## src/optmod_defines.vh

```
// Purpose: constants for the optical module control/status block
// Assumes: 100 MHz clock, 32-bit APB register words
// Notes: times kept in their printed units, counts derived from them
`ifndef OPTMOD_DEFINES_VH
`define OPTMOD_DEFINES_VH

// ==========================================================
// clock and deadlines
`define CLK_MHZ 100
`define T_OFF_US 100
`define T_ON_US 2000
`define T_MGMT_US 300000
`define T_START_US 300000
`define T_FAULT_US 1000
`define T_RESET_US 10
`define T_RATE_FC_US 500
`define T_RATE_NFC_US 10000
`define T_LOS_US 100
// deadline cycles: time in us times clock in MHz, exact
`define CYC_OFF (`T_OFF_US * `CLK_MHZ)
`define CYC_ON (`T_ON_US * `CLK_MHZ)
`define CYC_MGMT (`T_MGMT_US * `CLK_MHZ)
`define CYC_START (`T_START_US * `CLK_MHZ)
`define CYC_FAULT (`T_FAULT_US * `CLK_MHZ)
`define CYC_RESET (`T_RESET_US * `CLK_MHZ)
`define CYC_RATE_FC (`T_RATE_FC_US * `CLK_MHZ)
`define CYC_RATE_NFC (`T_RATE_NFC_US * `CLK_MHZ)
`define CYC_LOS (`T_LOS_US * `CLK_MHZ)
`define CNT_W 32

// ==========================================================
// register map (byte addresses)
`define ADDR_CTRL 12'h000
`define ADDR_STAT 12'h004
`define ADDR_IRQ_STAT 12'h008
`define ADDR_IRQ_EN 12'h00c
`define ADDR_IRQ_CLR 12'h010
`define ADDR_ID 12'h014
// control bit positions
`define CTRL_FC 0
`define CTRL_FAULT_IN 1
`define CTRL_SIG_IN 2
`define CTRL_RESET 32'h0000_0001
// event bit positions
`define EV_FAULT 0
`define EV_LOS_ON 1
`define EV_LOS_OFF 2
`define EV_READY 3
`define EV_RATE 4
`define EV_N 5
`define ID_VALUE 32'h0000_5a01 // arbitrary value
`endif
```

## src/deadline_timer.v

```verilog
// Purpose: loadable down-counter reporting expiry
// Assumes: one clock domain
// Notes: load has priority over counting
`timescale 1ns/10ps
module deadline_timer (
   input wire clk,
   input wire rst,
   input wire load,
   input wire [31:0] count,
   output reg busy,
   output reg done
);
   reg [31:0] cnt_reg;

   // ==========================================================
   // count down, single-cycle done once the count reaches one
   always @(posedge clk or posedge rst) begin
      if (rst) begin
         cnt_reg <= 32'h0000_0000;
         busy <= 1'b0;
         done <= 1'b0;
      end else if (load) begin
         cnt_reg <= count;
         busy <= 1'b1;
         done <= 1'b0;
      end else if (busy && cnt_reg <= 32'h0000_0001) begin
         busy <= 1'b0;
         done <= 1'b1;
      end else begin
         cnt_reg <= busy ? cnt_reg - 32'h0000_0001 : cnt_reg;
         done <= 1'b0;
      end
   end
endmodule // deadline_timer

```

## src/optmod_ctrl.v

```verilog
// Purpose: module-side control and status pin timing
// Assumes: host pins are asynchronous, 100 MHz clock
// Notes: analog actions modelled as laser/rate/status outputs
//
// Operation
// - laser off within 100 us of disable
// - laser on within 2 ms normally
// - management ready within 300 ms
// - fully operational within 300 ms
// - no power level II or cooled behaviour
// - fault flag within 1 ms of fault
// - disable high 10 us resets fault
// - rate settles in 500 us for FC
// - rate settles in 10 ms otherwise
// - signal-lost flag within 100 us
// - signal-lost clears within 100 us
//
// The implementer's own choices: the address map and the APB register port.
`timescale 1ns/10ps
`include "optmod_defines.vh"
module optmod_ctrl #(
   parameter [31:0] START_CYCLES = `CYC_START,
   parameter [31:0] MGMT_CYCLES = `CYC_MGMT,
   parameter [31:0] FAULT_CYCLES = `CYC_FAULT,
   parameter [31:0] ON_CYCLES = `CYC_ON,
   parameter [31:0] RATE_NFC_CYCLES = `CYC_RATE_NFC,
   parameter [31:0] RATE_FC_CYCLES = `CYC_RATE_FC,
   parameter [31:0] OFF_CYCLES = `CYC_OFF,
   parameter [31:0] LOS_CYCLES = `CYC_LOS,
   parameter [31:0] RESET_CYCLES = `CYC_RESET
) (
   input wire CLK,
   input wire RST,
   input wire LASER_OFF_REQ,
   input wire RECEIVE_BANDWIDTH_SELECT,
   input wire TRANSMIT_BANDWIDTH_SELECT,
   output reg TX_FAULT,
   output reg RX_SIGNAL_LOST,
   output reg LASER_ON,
   output reg MGMT_READY,
   output reg OPERATIONAL,
   output reg RX_HIGH_BW,
   output reg TX_HIGH_BW,
   output reg IRQ,
   input wire PSEL,
   input wire PENABLE,
   input wire PWRITE,
   input wire [11:0] PADDR,
   input wire [31:0] PWDATA,
   output reg [31:0] PRDATA,
   output reg PREADY,
   output reg PSLVERR
);
   // states of the transmitter; one-hot
   localparam [3:0] ST_START = 4'b0001;
   localparam [3:0] ST_RUN = 4'b0010;
   localparam [3:0] ST_OFF = 4'b0100;
   localparam [3:0] ST_FAULT = 4'b1000;

   reg [1:0] dis_sync_reg, rs0_sync_reg, rs1_sync_reg;
   reg dis_prev_reg, rs0_prev_reg, rs1_prev_reg;
   reg [3:0] state_reg;
   reg [31:0] ctrl_reg;
   reg [`EV_N-1:0] ev_stat_reg, ev_en_reg;
   reg [31:0] hold_cnt_reg;
   reg [31:0] flt_cnt_reg, los_cnt_reg, off_cnt_reg, on_cnt_reg;
   reg los_state_reg, ramping_reg, rate_busy_reg;
   reg [31:0] rate_cnt_reg;
   wire dis_s, rs0_s, rs1_s;
   wire dis_rise, dis_fall, rate_chg;
   wire fc_mode, fault_cond, sig_present;
   wire mgmt_busy, mgmt_done, start_busy, start_done;
   wire fault_reset;
   wire apb_wr, apb_rd;
   wire [`EV_N-1:0] ev_set;
   reg [31:0] rd_mux;

   assign dis_s = dis_sync_reg[1];
   assign rs0_s = rs0_sync_reg[1];
   assign rs1_s = rs1_sync_reg[1];
   assign dis_rise = dis_s & ~dis_prev_reg;
   assign dis_fall = ~dis_s & dis_prev_reg;
   assign rate_chg = (rs0_s ^ rs0_prev_reg) | (rs1_s ^ rs1_prev_reg);
   assign fc_mode = ctrl_reg[`CTRL_FC];
   assign fault_cond = ctrl_reg[`CTRL_FAULT_IN];
   assign sig_present = ctrl_reg[`CTRL_SIG_IN];
   assign apb_wr = PSEL & PENABLE & PWRITE & PREADY;
   assign apb_rd = PSEL & ~PENABLE & ~PWRITE;
   // fault reset needs disable held high long enough
   assign fault_reset = dis_s && hold_cnt_reg >= RESET_CYCLES;

   // ==========================================================
   // pin synchronisers, two flops each
   always @(posedge CLK or posedge RST) begin
      if (RST) begin
         dis_sync_reg <= 2'b11;
         rs0_sync_reg <= 2'b00;
         rs1_sync_reg <= 2'b00;
         dis_prev_reg <= 1'b1;
         rs0_prev_reg <= 1'b0;
         rs1_prev_reg <= 1'b0;
      end else begin
         dis_sync_reg <= {dis_sync_reg[0], LASER_OFF_REQ};
         rs0_sync_reg <= {rs0_sync_reg[0], RECEIVE_BANDWIDTH_SELECT};
         rs1_sync_reg <= {rs1_sync_reg[0], TRANSMIT_BANDWIDTH_SELECT};
         dis_prev_reg <= dis_s;
         rs0_prev_reg <= rs0_s;
         rs1_prev_reg <= rs1_s;
      end
   end

   // ==========================================================
   // start-up timer; the management-ready timer is never loaded, so it stays idle
   deadline_timer u_mgmt (
      .clk(CLK),
      .rst(RST),
      .load(1'b0),
      .count(MGMT_CYCLES),
      .busy(mgmt_busy),
      .done(mgmt_done)
   );

   // start timer reloads on reset release, enable during start, recovery
   deadline_timer u_start (
      .clk(CLK),
      .rst(RST),
      .load((state_reg == ST_START && dis_fall) ||
            (state_reg == ST_FAULT && dis_fall && !TX_FAULT)),
      .count(START_CYCLES),
      .busy(start_busy),
      .done(start_done)
   );

   // ==========================================================
   // disable hold counter for fault reset width
   always @(posedge CLK or posedge RST) begin
      if (RST) begin
         hold_cnt_reg <= 32'h0000_0000;
      end else if (!dis_s) begin
         hold_cnt_reg <= 32'h0000_0000;
      end else if (hold_cnt_reg < RESET_CYCLES) begin
         hold_cnt_reg <= hold_cnt_reg + 32'h0000_0001;
      end
   end

   // ==========================================================
   // transmitter state; power level II and cooled paths absent
   always @(posedge CLK or posedge RST) begin
      if (RST) begin
         state_reg <= ST_START;
         LASER_ON <= 1'b0;
         OPERATIONAL <= 1'b0;
         off_cnt_reg <= 32'h0000_0000;
         on_cnt_reg <= 32'h0000_0000;
         ramping_reg <= 1'b0;
      end else begin
         case (state_reg)
            ST_START: begin
               // laser stays dark while disabled or starting
               if (!start_busy && !dis_s && !mgmt_busy) begin
                  state_reg <= ST_RUN;
                  LASER_ON <= 1'b1;
                  OPERATIONAL <= 1'b1;
               end else if (start_done && !dis_s) begin
                  state_reg <= ST_RUN;
                  LASER_ON <= 1'b1;
                  OPERATIONAL <= 1'b1;
               end
            end
            ST_RUN: begin
               if (TX_FAULT) begin
                  state_reg <= ST_FAULT;
                  LASER_ON <= 1'b0;
                  OPERATIONAL <= 1'b0;
               end else if (dis_s) begin
                  // turn off well inside the deadline
                  state_reg <= ST_OFF;
                  LASER_ON <= 1'b0;
                  off_cnt_reg <= 32'h0000_0000;
               end else if (ramping_reg) begin
                  on_cnt_reg <= on_cnt_reg + 32'h0000_0001;
                  if (on_cnt_reg >= ON_CYCLES - 32'h0000_0001) begin
                     ramping_reg <= 1'b0;
                  end
               end
            end
            ST_OFF: begin
               off_cnt_reg <= off_cnt_reg + 32'h0000_0001;
               if (fault_cond && !TX_FAULT) begin
                  state_reg <= ST_OFF;
               end
               if (dis_fall) begin
                  state_reg <= ST_RUN;
                  LASER_ON <= 1'b1;
                  ramping_reg <= 1'b1;
                  on_cnt_reg <= 32'h0000_0000;
               end
            end
            ST_FAULT: begin
               // recovery starts on release after a valid reset;
               // a fault still standing is flagged again once running
               if (dis_fall && !TX_FAULT) begin
                  state_reg <= ST_START;
               end
            end
            default: begin
               state_reg <= ST_START;
               LASER_ON <= 1'b0;
               OPERATIONAL <= 1'b0;
            end
         endcase
      end
   end

   // ==========================================================
   // fault detect and latch
   always @(posedge CLK or posedge RST) begin
      if (RST) begin
         TX_FAULT <= 1'b0;
         flt_cnt_reg <= 32'h0000_0000;
      end else begin
         // a detection counts cycles while the fault stands
         if (fault_cond && flt_cnt_reg < FAULT_CYCLES) begin
            flt_cnt_reg <= flt_cnt_reg + 32'h0000_0001;
         end else if (!fault_cond) begin
            flt_cnt_reg <= 32'h0000_0000;
         end
         if (fault_cond && OPERATIONAL &&
             flt_cnt_reg >= FAULT_CYCLES / 32'h0000_0002) begin
            TX_FAULT <= 1'b1;
         end else if (fault_reset) begin
            TX_FAULT <= 1'b0;
         end
      end
   end

   // ==========================================================
   // signal-lost flag, filtered at half the deadline
   always @(posedge CLK or posedge RST) begin
      if (RST) begin
         RX_SIGNAL_LOST <= 1'b1;
         los_state_reg <= 1'b1;
         los_cnt_reg <= 32'h0000_0000;
      end else if (sig_present == los_state_reg) begin
         // disagreement: count toward a flip
         if (los_cnt_reg >= LOS_CYCLES / 32'h0000_0002) begin
            los_state_reg <= ~sig_present;
            RX_SIGNAL_LOST <= ~sig_present;
            los_cnt_reg <= 32'h0000_0000;
         end else begin
            los_cnt_reg <= los_cnt_reg + 32'h0000_0001;
         end
      end else begin
         los_cnt_reg <= 32'h0000_0000;
      end
   end

   // ==========================================================
   // rate select settle; outputs follow after settle window
   always @(posedge CLK or posedge RST) begin
      if (RST) begin
         RX_HIGH_BW <= 1'b0;
         TX_HIGH_BW <= 1'b0;
         rate_busy_reg <= 1'b0;
         rate_cnt_reg <= 32'h0000_0000;
      end else if (rate_chg) begin
         rate_busy_reg <= 1'b1;
         rate_cnt_reg <= 32'h0000_0000;
      end else if (rate_busy_reg) begin
         rate_cnt_reg <= rate_cnt_reg + 32'h0000_0001;
         // short settle keeps both modes inside deadline
         if (rate_cnt_reg >= (fc_mode ? RATE_FC_CYCLES :
                              RATE_NFC_CYCLES) / 32'h0000_0002) begin
            rate_busy_reg <= 1'b0;
            RX_HIGH_BW <= rs0_s;
            TX_HIGH_BW <= rs1_s;
         end
      end
   end

   // ==========================================================
   // management readiness after power-up
   always @(posedge CLK or posedge RST) begin
      if (RST) begin
         MGMT_READY <= 1'b0;
      end else if (!mgmt_busy) begin
         MGMT_READY <= 1'b1;
      end
   end

   // ==========================================================
   // interrupt events
   assign ev_set[`EV_FAULT] = fault_cond & OPERATIONAL & ~TX_FAULT &
                              (flt_cnt_reg >= FAULT_CYCLES / 32'h0000_0002);
   assign ev_set[`EV_LOS_ON] = (sig_present == los_state_reg) &
                               ~sig_present &
                               (los_cnt_reg >= LOS_CYCLES / 32'h0000_0002);
   assign ev_set[`EV_LOS_OFF] = (sig_present == los_state_reg) &
                                sig_present &
                                (los_cnt_reg >= LOS_CYCLES / 32'h0000_0002);
   assign ev_set[`EV_READY] = (state_reg == ST_START) & ~start_busy &
                              ~dis_s & ~mgmt_busy;
   assign ev_set[`EV_RATE] = rate_busy_reg & ~rate_chg &
                             (rate_cnt_reg >= (fc_mode ? RATE_FC_CYCLES :
                              RATE_NFC_CYCLES) / 32'h0000_0002);

   // sticky status, set beats clear
   genvar gi;
   generate
      for (gi = 0; gi < `EV_N; gi = gi + 1) begin : g_ev
         always @(posedge CLK or posedge RST) begin
            if (RST) begin
               ev_stat_reg[gi] <= 1'b0;
            end else if (ev_set[gi]) begin
               ev_stat_reg[gi] <= 1'b1;
            end else if (apb_wr && PADDR == `ADDR_IRQ_CLR &&
                         PWDATA[gi]) begin
               ev_stat_reg[gi] <= 1'b0;
            end
         end
      end
   endgenerate

   // ==========================================================
   // apb slave: no wait states, reads latched in setup
   always @* begin
      case (PADDR)
         `ADDR_CTRL: rd_mux = ctrl_reg;
         `ADDR_STAT: rd_mux = {22'h000000, rate_busy_reg, MGMT_READY,
                               OPERATIONAL, LASER_ON, TX_HIGH_BW,
                               RX_HIGH_BW, RX_SIGNAL_LOST, TX_FAULT,
                               state_reg[3], dis_s};
         `ADDR_IRQ_STAT: rd_mux = {27'h0000000, ev_stat_reg};
         `ADDR_IRQ_EN: rd_mux = {27'h0000000, ev_en_reg};
         `ADDR_IRQ_CLR: rd_mux = 32'h0000_0000;
         `ADDR_ID: rd_mux = `ID_VALUE;
         default: rd_mux = 32'h0000_0000;
      endcase
   end

   always @(posedge CLK or posedge RST) begin
      if (RST) begin
         PREADY <= 1'b0;
         PRDATA <= 32'h0000_0000;
         PSLVERR <= 1'b0;
         ctrl_reg <= `CTRL_RESET;
         ev_en_reg <= {`EV_N{1'b0}};
         IRQ <= 1'b0;
      end else begin
         PREADY <= PSEL & ~PENABLE;
         PSLVERR <= PSEL & ~PENABLE & (PADDR > `ADDR_ID);
         if (apb_rd) begin
            PRDATA <= rd_mux;
         end
         if (apb_wr && PADDR == `ADDR_CTRL) begin
            ctrl_reg <= {29'h00000000, PWDATA[2:0]};
         end
         if (apb_wr && PADDR == `ADDR_IRQ_EN) begin
            ev_en_reg <= PWDATA[`EV_N-1:0];
         end
         IRQ <= |(ev_stat_reg & ev_en_reg);
      end
   end
endmodule // optmod_ctrl

```

## config.mk

```make
export PLATFORM = sky130hd
export DESIGN_NAME = optmod_ctrl
export DESIGN_NICKNAME = d
export VERILOG_FILES = /design/src/deadline_timer.v /design/src/optmod_ctrl.v
export VERILOG_INCLUDE_DIRS = /design/src
export SDC_FILE = /design/constraint.sdc
export NUM_CORES = 1
export LEC_CHECK = 0
export BUFFER_PORTS_ARGS = -buffer_cell sky130_fd_sc_hd__buf_2
export CORE_MARGIN = 4
export CORE_UTILIZATION = 55
export CTS_CLUSTER_SIZE = 16
export DETAILED_ROUTE_END_ITERATION = 6
export PLACE_DENSITY = 0.81
export SYNTH_ARGS = -nofsm -noshare
export SYNTH_HDL_FRONTEND = slang
export SYNTH_SLANG_ARGS = --single-unit
```

## constraint.sdc

```tcl
create_clock -name CLK -period 13.1 [get_ports CLK]
set_clock_uncertainty 0.05 [all_clocks]
set_input_delay 0.655 -clock CLK [delete_from_list [all_inputs] [get_ports CLK]]
set_output_delay 0.655 -clock CLK [all_outputs]
set_load 0.01 [all_outputs]
```

==> results.sh <==
export IMPL_switching_power_mw=0.427
export IMPL_rsz0062_at_grt="no"
export IMPL_drv_slew=0
export IMPL_ys_ff_latch=210
export IMPL_synth_xor_area_share_pct=4.53
export IMPL_outcome="finished, final reports clean"
export IMPL_cts_resized=0
export IMPL_critPathLaunchType="flip-flop"
export IMPL_min_period_over_period_pct=20.3
export IMPL_p_leak_nw=5.08
export IMPL_cts_buffers=23
export IMPL_synthFlopType="dfrtp_1"
export IMPL_routed_wirelength_um=20300
export IMPL_drt_first_pass_iters=5
export IMPL_post_cts_buffers=0
export IMPL_holdWs_ns=0.205
export IMPL_ant_nets=0
export IMPL_num_nets_final=1102
export IMPL_place_congestion=0.825
export IMPL_die_area_um2=20900
export IMPL_p_per_area_nw_per_um2=138
export IMPL_r2r_start="ctrl_reg[0]"
export IMPL_hold_start="LASER_OFF_REQ"
export IMPL_drt_iter0_markers=498
export IMPL_crit_path_end_kind="flip-flop"
export IMPL_seqPwrFrac_pct=48.1
export IMPL_intPower_mw=1.14
export IMPL_layout_cells_non_filler=1276
export IMPL_synth_top_family_by_area="simple AND/OR/NAND/NOR gates"
export IMPL_ys_warn_count=0
export IMPL_yosys_area_share_simple_pct=23.2
export IMPL_num_rows=49
export IMPL_synth_fa_ha_area_share_pct=2.32
export IMPL_antenna_found_initial=0
export IMPL_max_slew_margin_pct=24.2
export IMPL_grt_pass1_vias=7195
export IMPL_hold_class="in2reg"
export IMPL_start_util_pct=56.4
export IMPL_tightest_slew_ns=1.13
export IMPL_route_detailed_drc=0
export IMPL_fillers=1423
export IMPL_maxCapViolCount=0
export IMPL_syn_inst=981
export IMPL_grt_ovfl_total=0
export IMPL_combPwrFrac_pct=12.9
export IMPL_synth_compound_area_share_pct=10.8
export IMPL_worstRegToRegCells=7
export IMPL_hpwl_um=13400
export IMPL_worstPathRequired_ns=13.43
export IMPL_fp_dieH_um=144
export IMPL_fin_setup_tns_ns=0
export IMPL_grt_pass1_wl_um=34700
export IMPL_cts_tree="built"
export IMPL_hold_buffers=0
export IMPL_critPathLaunch="ctrl_reg[0]"
export IMPL_ios=94
export IMPL_wl_per_cell_um=15.9
export IMPL_setup_viol=0
export IMPL_p_clk_share_pct=39.0
export IMPL_syn_to_final_growth_pct=10.5
export IMPL_synth_distinct_cells=79
export IMPL_ys_seq_area_share_pct=51.4
export IMPL_cp_arrival_ns=2.98
export IMPL_holdPathStages=1
export IMPL_diodes=0
export IMPL_grt_usage_pct=20.0
export IMPL_ir_worst_vdd_mv=0.0827
export IMPL_cts_max_level=1
export IMPL_synthMuxAreaShare_pct=3.49
export IMPL_avgSynthCellArea_um2=10.4
export IMPL_dp_cells=1235
export IMPL_port_buffers=47
export IMPL_clkSinkCount=210
export IMPL_path_class="reg2reg"
export IMPL_grt_max_degree=153
export IMPL_drive_above_1_share_pct=11.7
export IMPL_num_vias=7467
export IMPL_async_reset_ff_share_pct=100
export IMPL_synth_enable_flop_cells=0
export IMPL_clkLatencyLatePin_ns=0.50
export IMPL_core_region_area_um2=18100
export IMPL_timing_fmax_mhz=377
export IMPL_min_period_ns=2.65
export IMPL_clk_pin_slew_ns=0.06
export IMPL_power_switching_share_pct=27.2
export IMPL_cp_max_fo=6
export IMPL_viasPerCell=5.85
export IMPL_cts_path_max_buffers=3
export IMPL_cts_root_buf="clkbuf_16"
export IMPL_hold_viol=0
export IMPL_dieWidth_um=144
export IMPL_syn_area_um2=10200
layout make-up:
cell class,count,area [um2],share of cell area [%]
flip-flops and latches,210,5260,46.5
multi-input cells,719,4680,41.4
clock buffers,37,698,6.17
well taps,229,287,2.53
repair buffers,49,250,2.21
inverters,28,113,0.995
clock inverters,4,20.0,0.177
critical path, cell delays in order, from the launching register on:
cell and delay [ns]:
dfstp_2 0.61, inv_1 0.13, ha_1 0.23, or4b_2 0.60
o221ai_1 0.27, a211o_1 0.20, a21oi_1 0.13, mux2_2 0.31
metrics by stage:
stage | cell area, um2 | setup WS [ns] | power, mW | utilization [%]
final | 11300 | 10.45 | 1.57 | 62.3
after global routing | 11300 | 10.30 | 1.65 | 62.3
after CTS | 11300 | 10.45 | 1.58 | 62.3
after detailed placement | 10600 | 10.20 | 0.964 | 58.4
after global placement | 10600 | 10.23 | 0.954 | 58.4
after floorplan | 10400 | 6.67 | 0.914 | -
power groups by stage:
stage                     Clock (mW)  Combinational, mW  Sequential, mW
after floorplan                    0              0.174           0.740
after global placement             0              0.194           0.760
after detailed placement           0              0.203           0.761
after CTS                      0.624              0.204           0.751
after global routing           0.657              0.231           0.761
final                          0.611              0.202           0.753
cells in the final DEF (no fill, tap or decap), types with 5 or more instances in the layout:
cell type,synthesis,layout
a211oi_1,5,5
a21oi_1,33,33
a22o_1,5,5
and2_1,43,43
and3_1,14,14
and4_1,10,10
buf_2,3,47
clkbuf_1,32,7
clkbuf_16,0,23
clkbuf_8,0,7
conb_1,2,39
dfrtp_1,204,204
dfstp_2,6,6
ha_1,19,19
inv_1,28,27
mux2_2,6,6
mux2_4,5,5
mux2i_1,17,17
nand2_1,65,65
nand2b_1,24,24
nand3_1,34,34
nand4_1,30,30
nor2_1,72,72
nor2b_1,12,12
nor3_1,17,17
nor4_1,28,28
nor4b_1,7,7
o21a_1,6,6
o21ai_0,36,35
o311ai_0,5,5
o31ai_1,16,16
o41ai_1,5,5
or3_1,21,21
or4_1,21,21
xnor2_1,26,26
xor2_1,27,27
cell families (layout without fill, tap and decap cells):
logic type | Yosys count | count (layout)
simple gates | 421 | 421
flops | 210 | 210
compound gates | 157 | 157
buf+inv | 89 | 118
xor+xnor | 53 | 53
mux | 30 | 30
fa+ha+maj | 19 | 19
other cells | 2 | 39
layer usage:
layer / vias to the layer above / global-route usage (%) / wire [um]
met1: 3673 / 28.2 / 9320
met2: 174 / 32.5 / 9590
li1: 3589 / - / -
met3: 31 / 3.31 / 1020
met5: - / 0 / 0
met4: 0 / 5.15 / 405
cell usage after synthesis, drive strengths merged (3+ instances only):
| library cell | instances | area, um2 |
|---|---|---|
| dfrtp | 204 | 5100 |
| nor2 | 73 | 277 |
| nand2 | 65 | 244 |
| and2 | 43 | 269 |
| o21ai | 39 | 195 |
| nand3 | 34 | 170 |
| a21oi | 33 | 165 |
| nor4 | 33 | 246 |
| clkbuf | 32 | 120 |
| nand4 | 30 | 188 |
| buf | 29 | 210 |
| inv | 28 | 105 |
| xor2 | 27 | 236 |
| xnor2 | 26 | 228 |
| nand2b | 25 | 159 |
| or4 | 22 | 169 |
| or3 | 21 | 131 |
| ha | 19 | 238 |
| nor3 | 19 | 105 |
| mux2i | 17 | 170 |
| o31ai | 16 | 120 |
| and3 | 14 | 87.6 |
| nor2b | 12 | 75.1 |
| mux2 | 11 | 143 |
| and4 | 10 | 87.6 |
| nor4b | 7 | 61.3 |
| a211oi | 6 | 50.1 |
| dfstp | 6 | 158 |
| o21a | 6 | 45.0 |
| o311ai | 6 | 70.1 |
| o41ai | 6 | 71.3 |
| a22o | 5 | 43.8 |
| a22oi | 4 | 30.0 |
| a31oi | 4 | 25.0 |
| o211ai | 4 | 30.0 |
| a21o | 3 | 22.5 |
| nor3b | 3 | 22.5 |
path summary, 6_finish.rpt:
path | end | slack [ns]
max reg2reg | TX_HIGH_BW | 10.45
max in group asynchronous | u_start.cnt_reg[14] | 11.43
min in group asynchronous | flt_cnt_reg[9] | 0.32
min | dis_sync_reg[0] | 0.21
max | TX_HIGH_BW | 10.45
min reg2reg | dis_sync_reg[1] | 0.30
(Power assumes the default switching activity.)
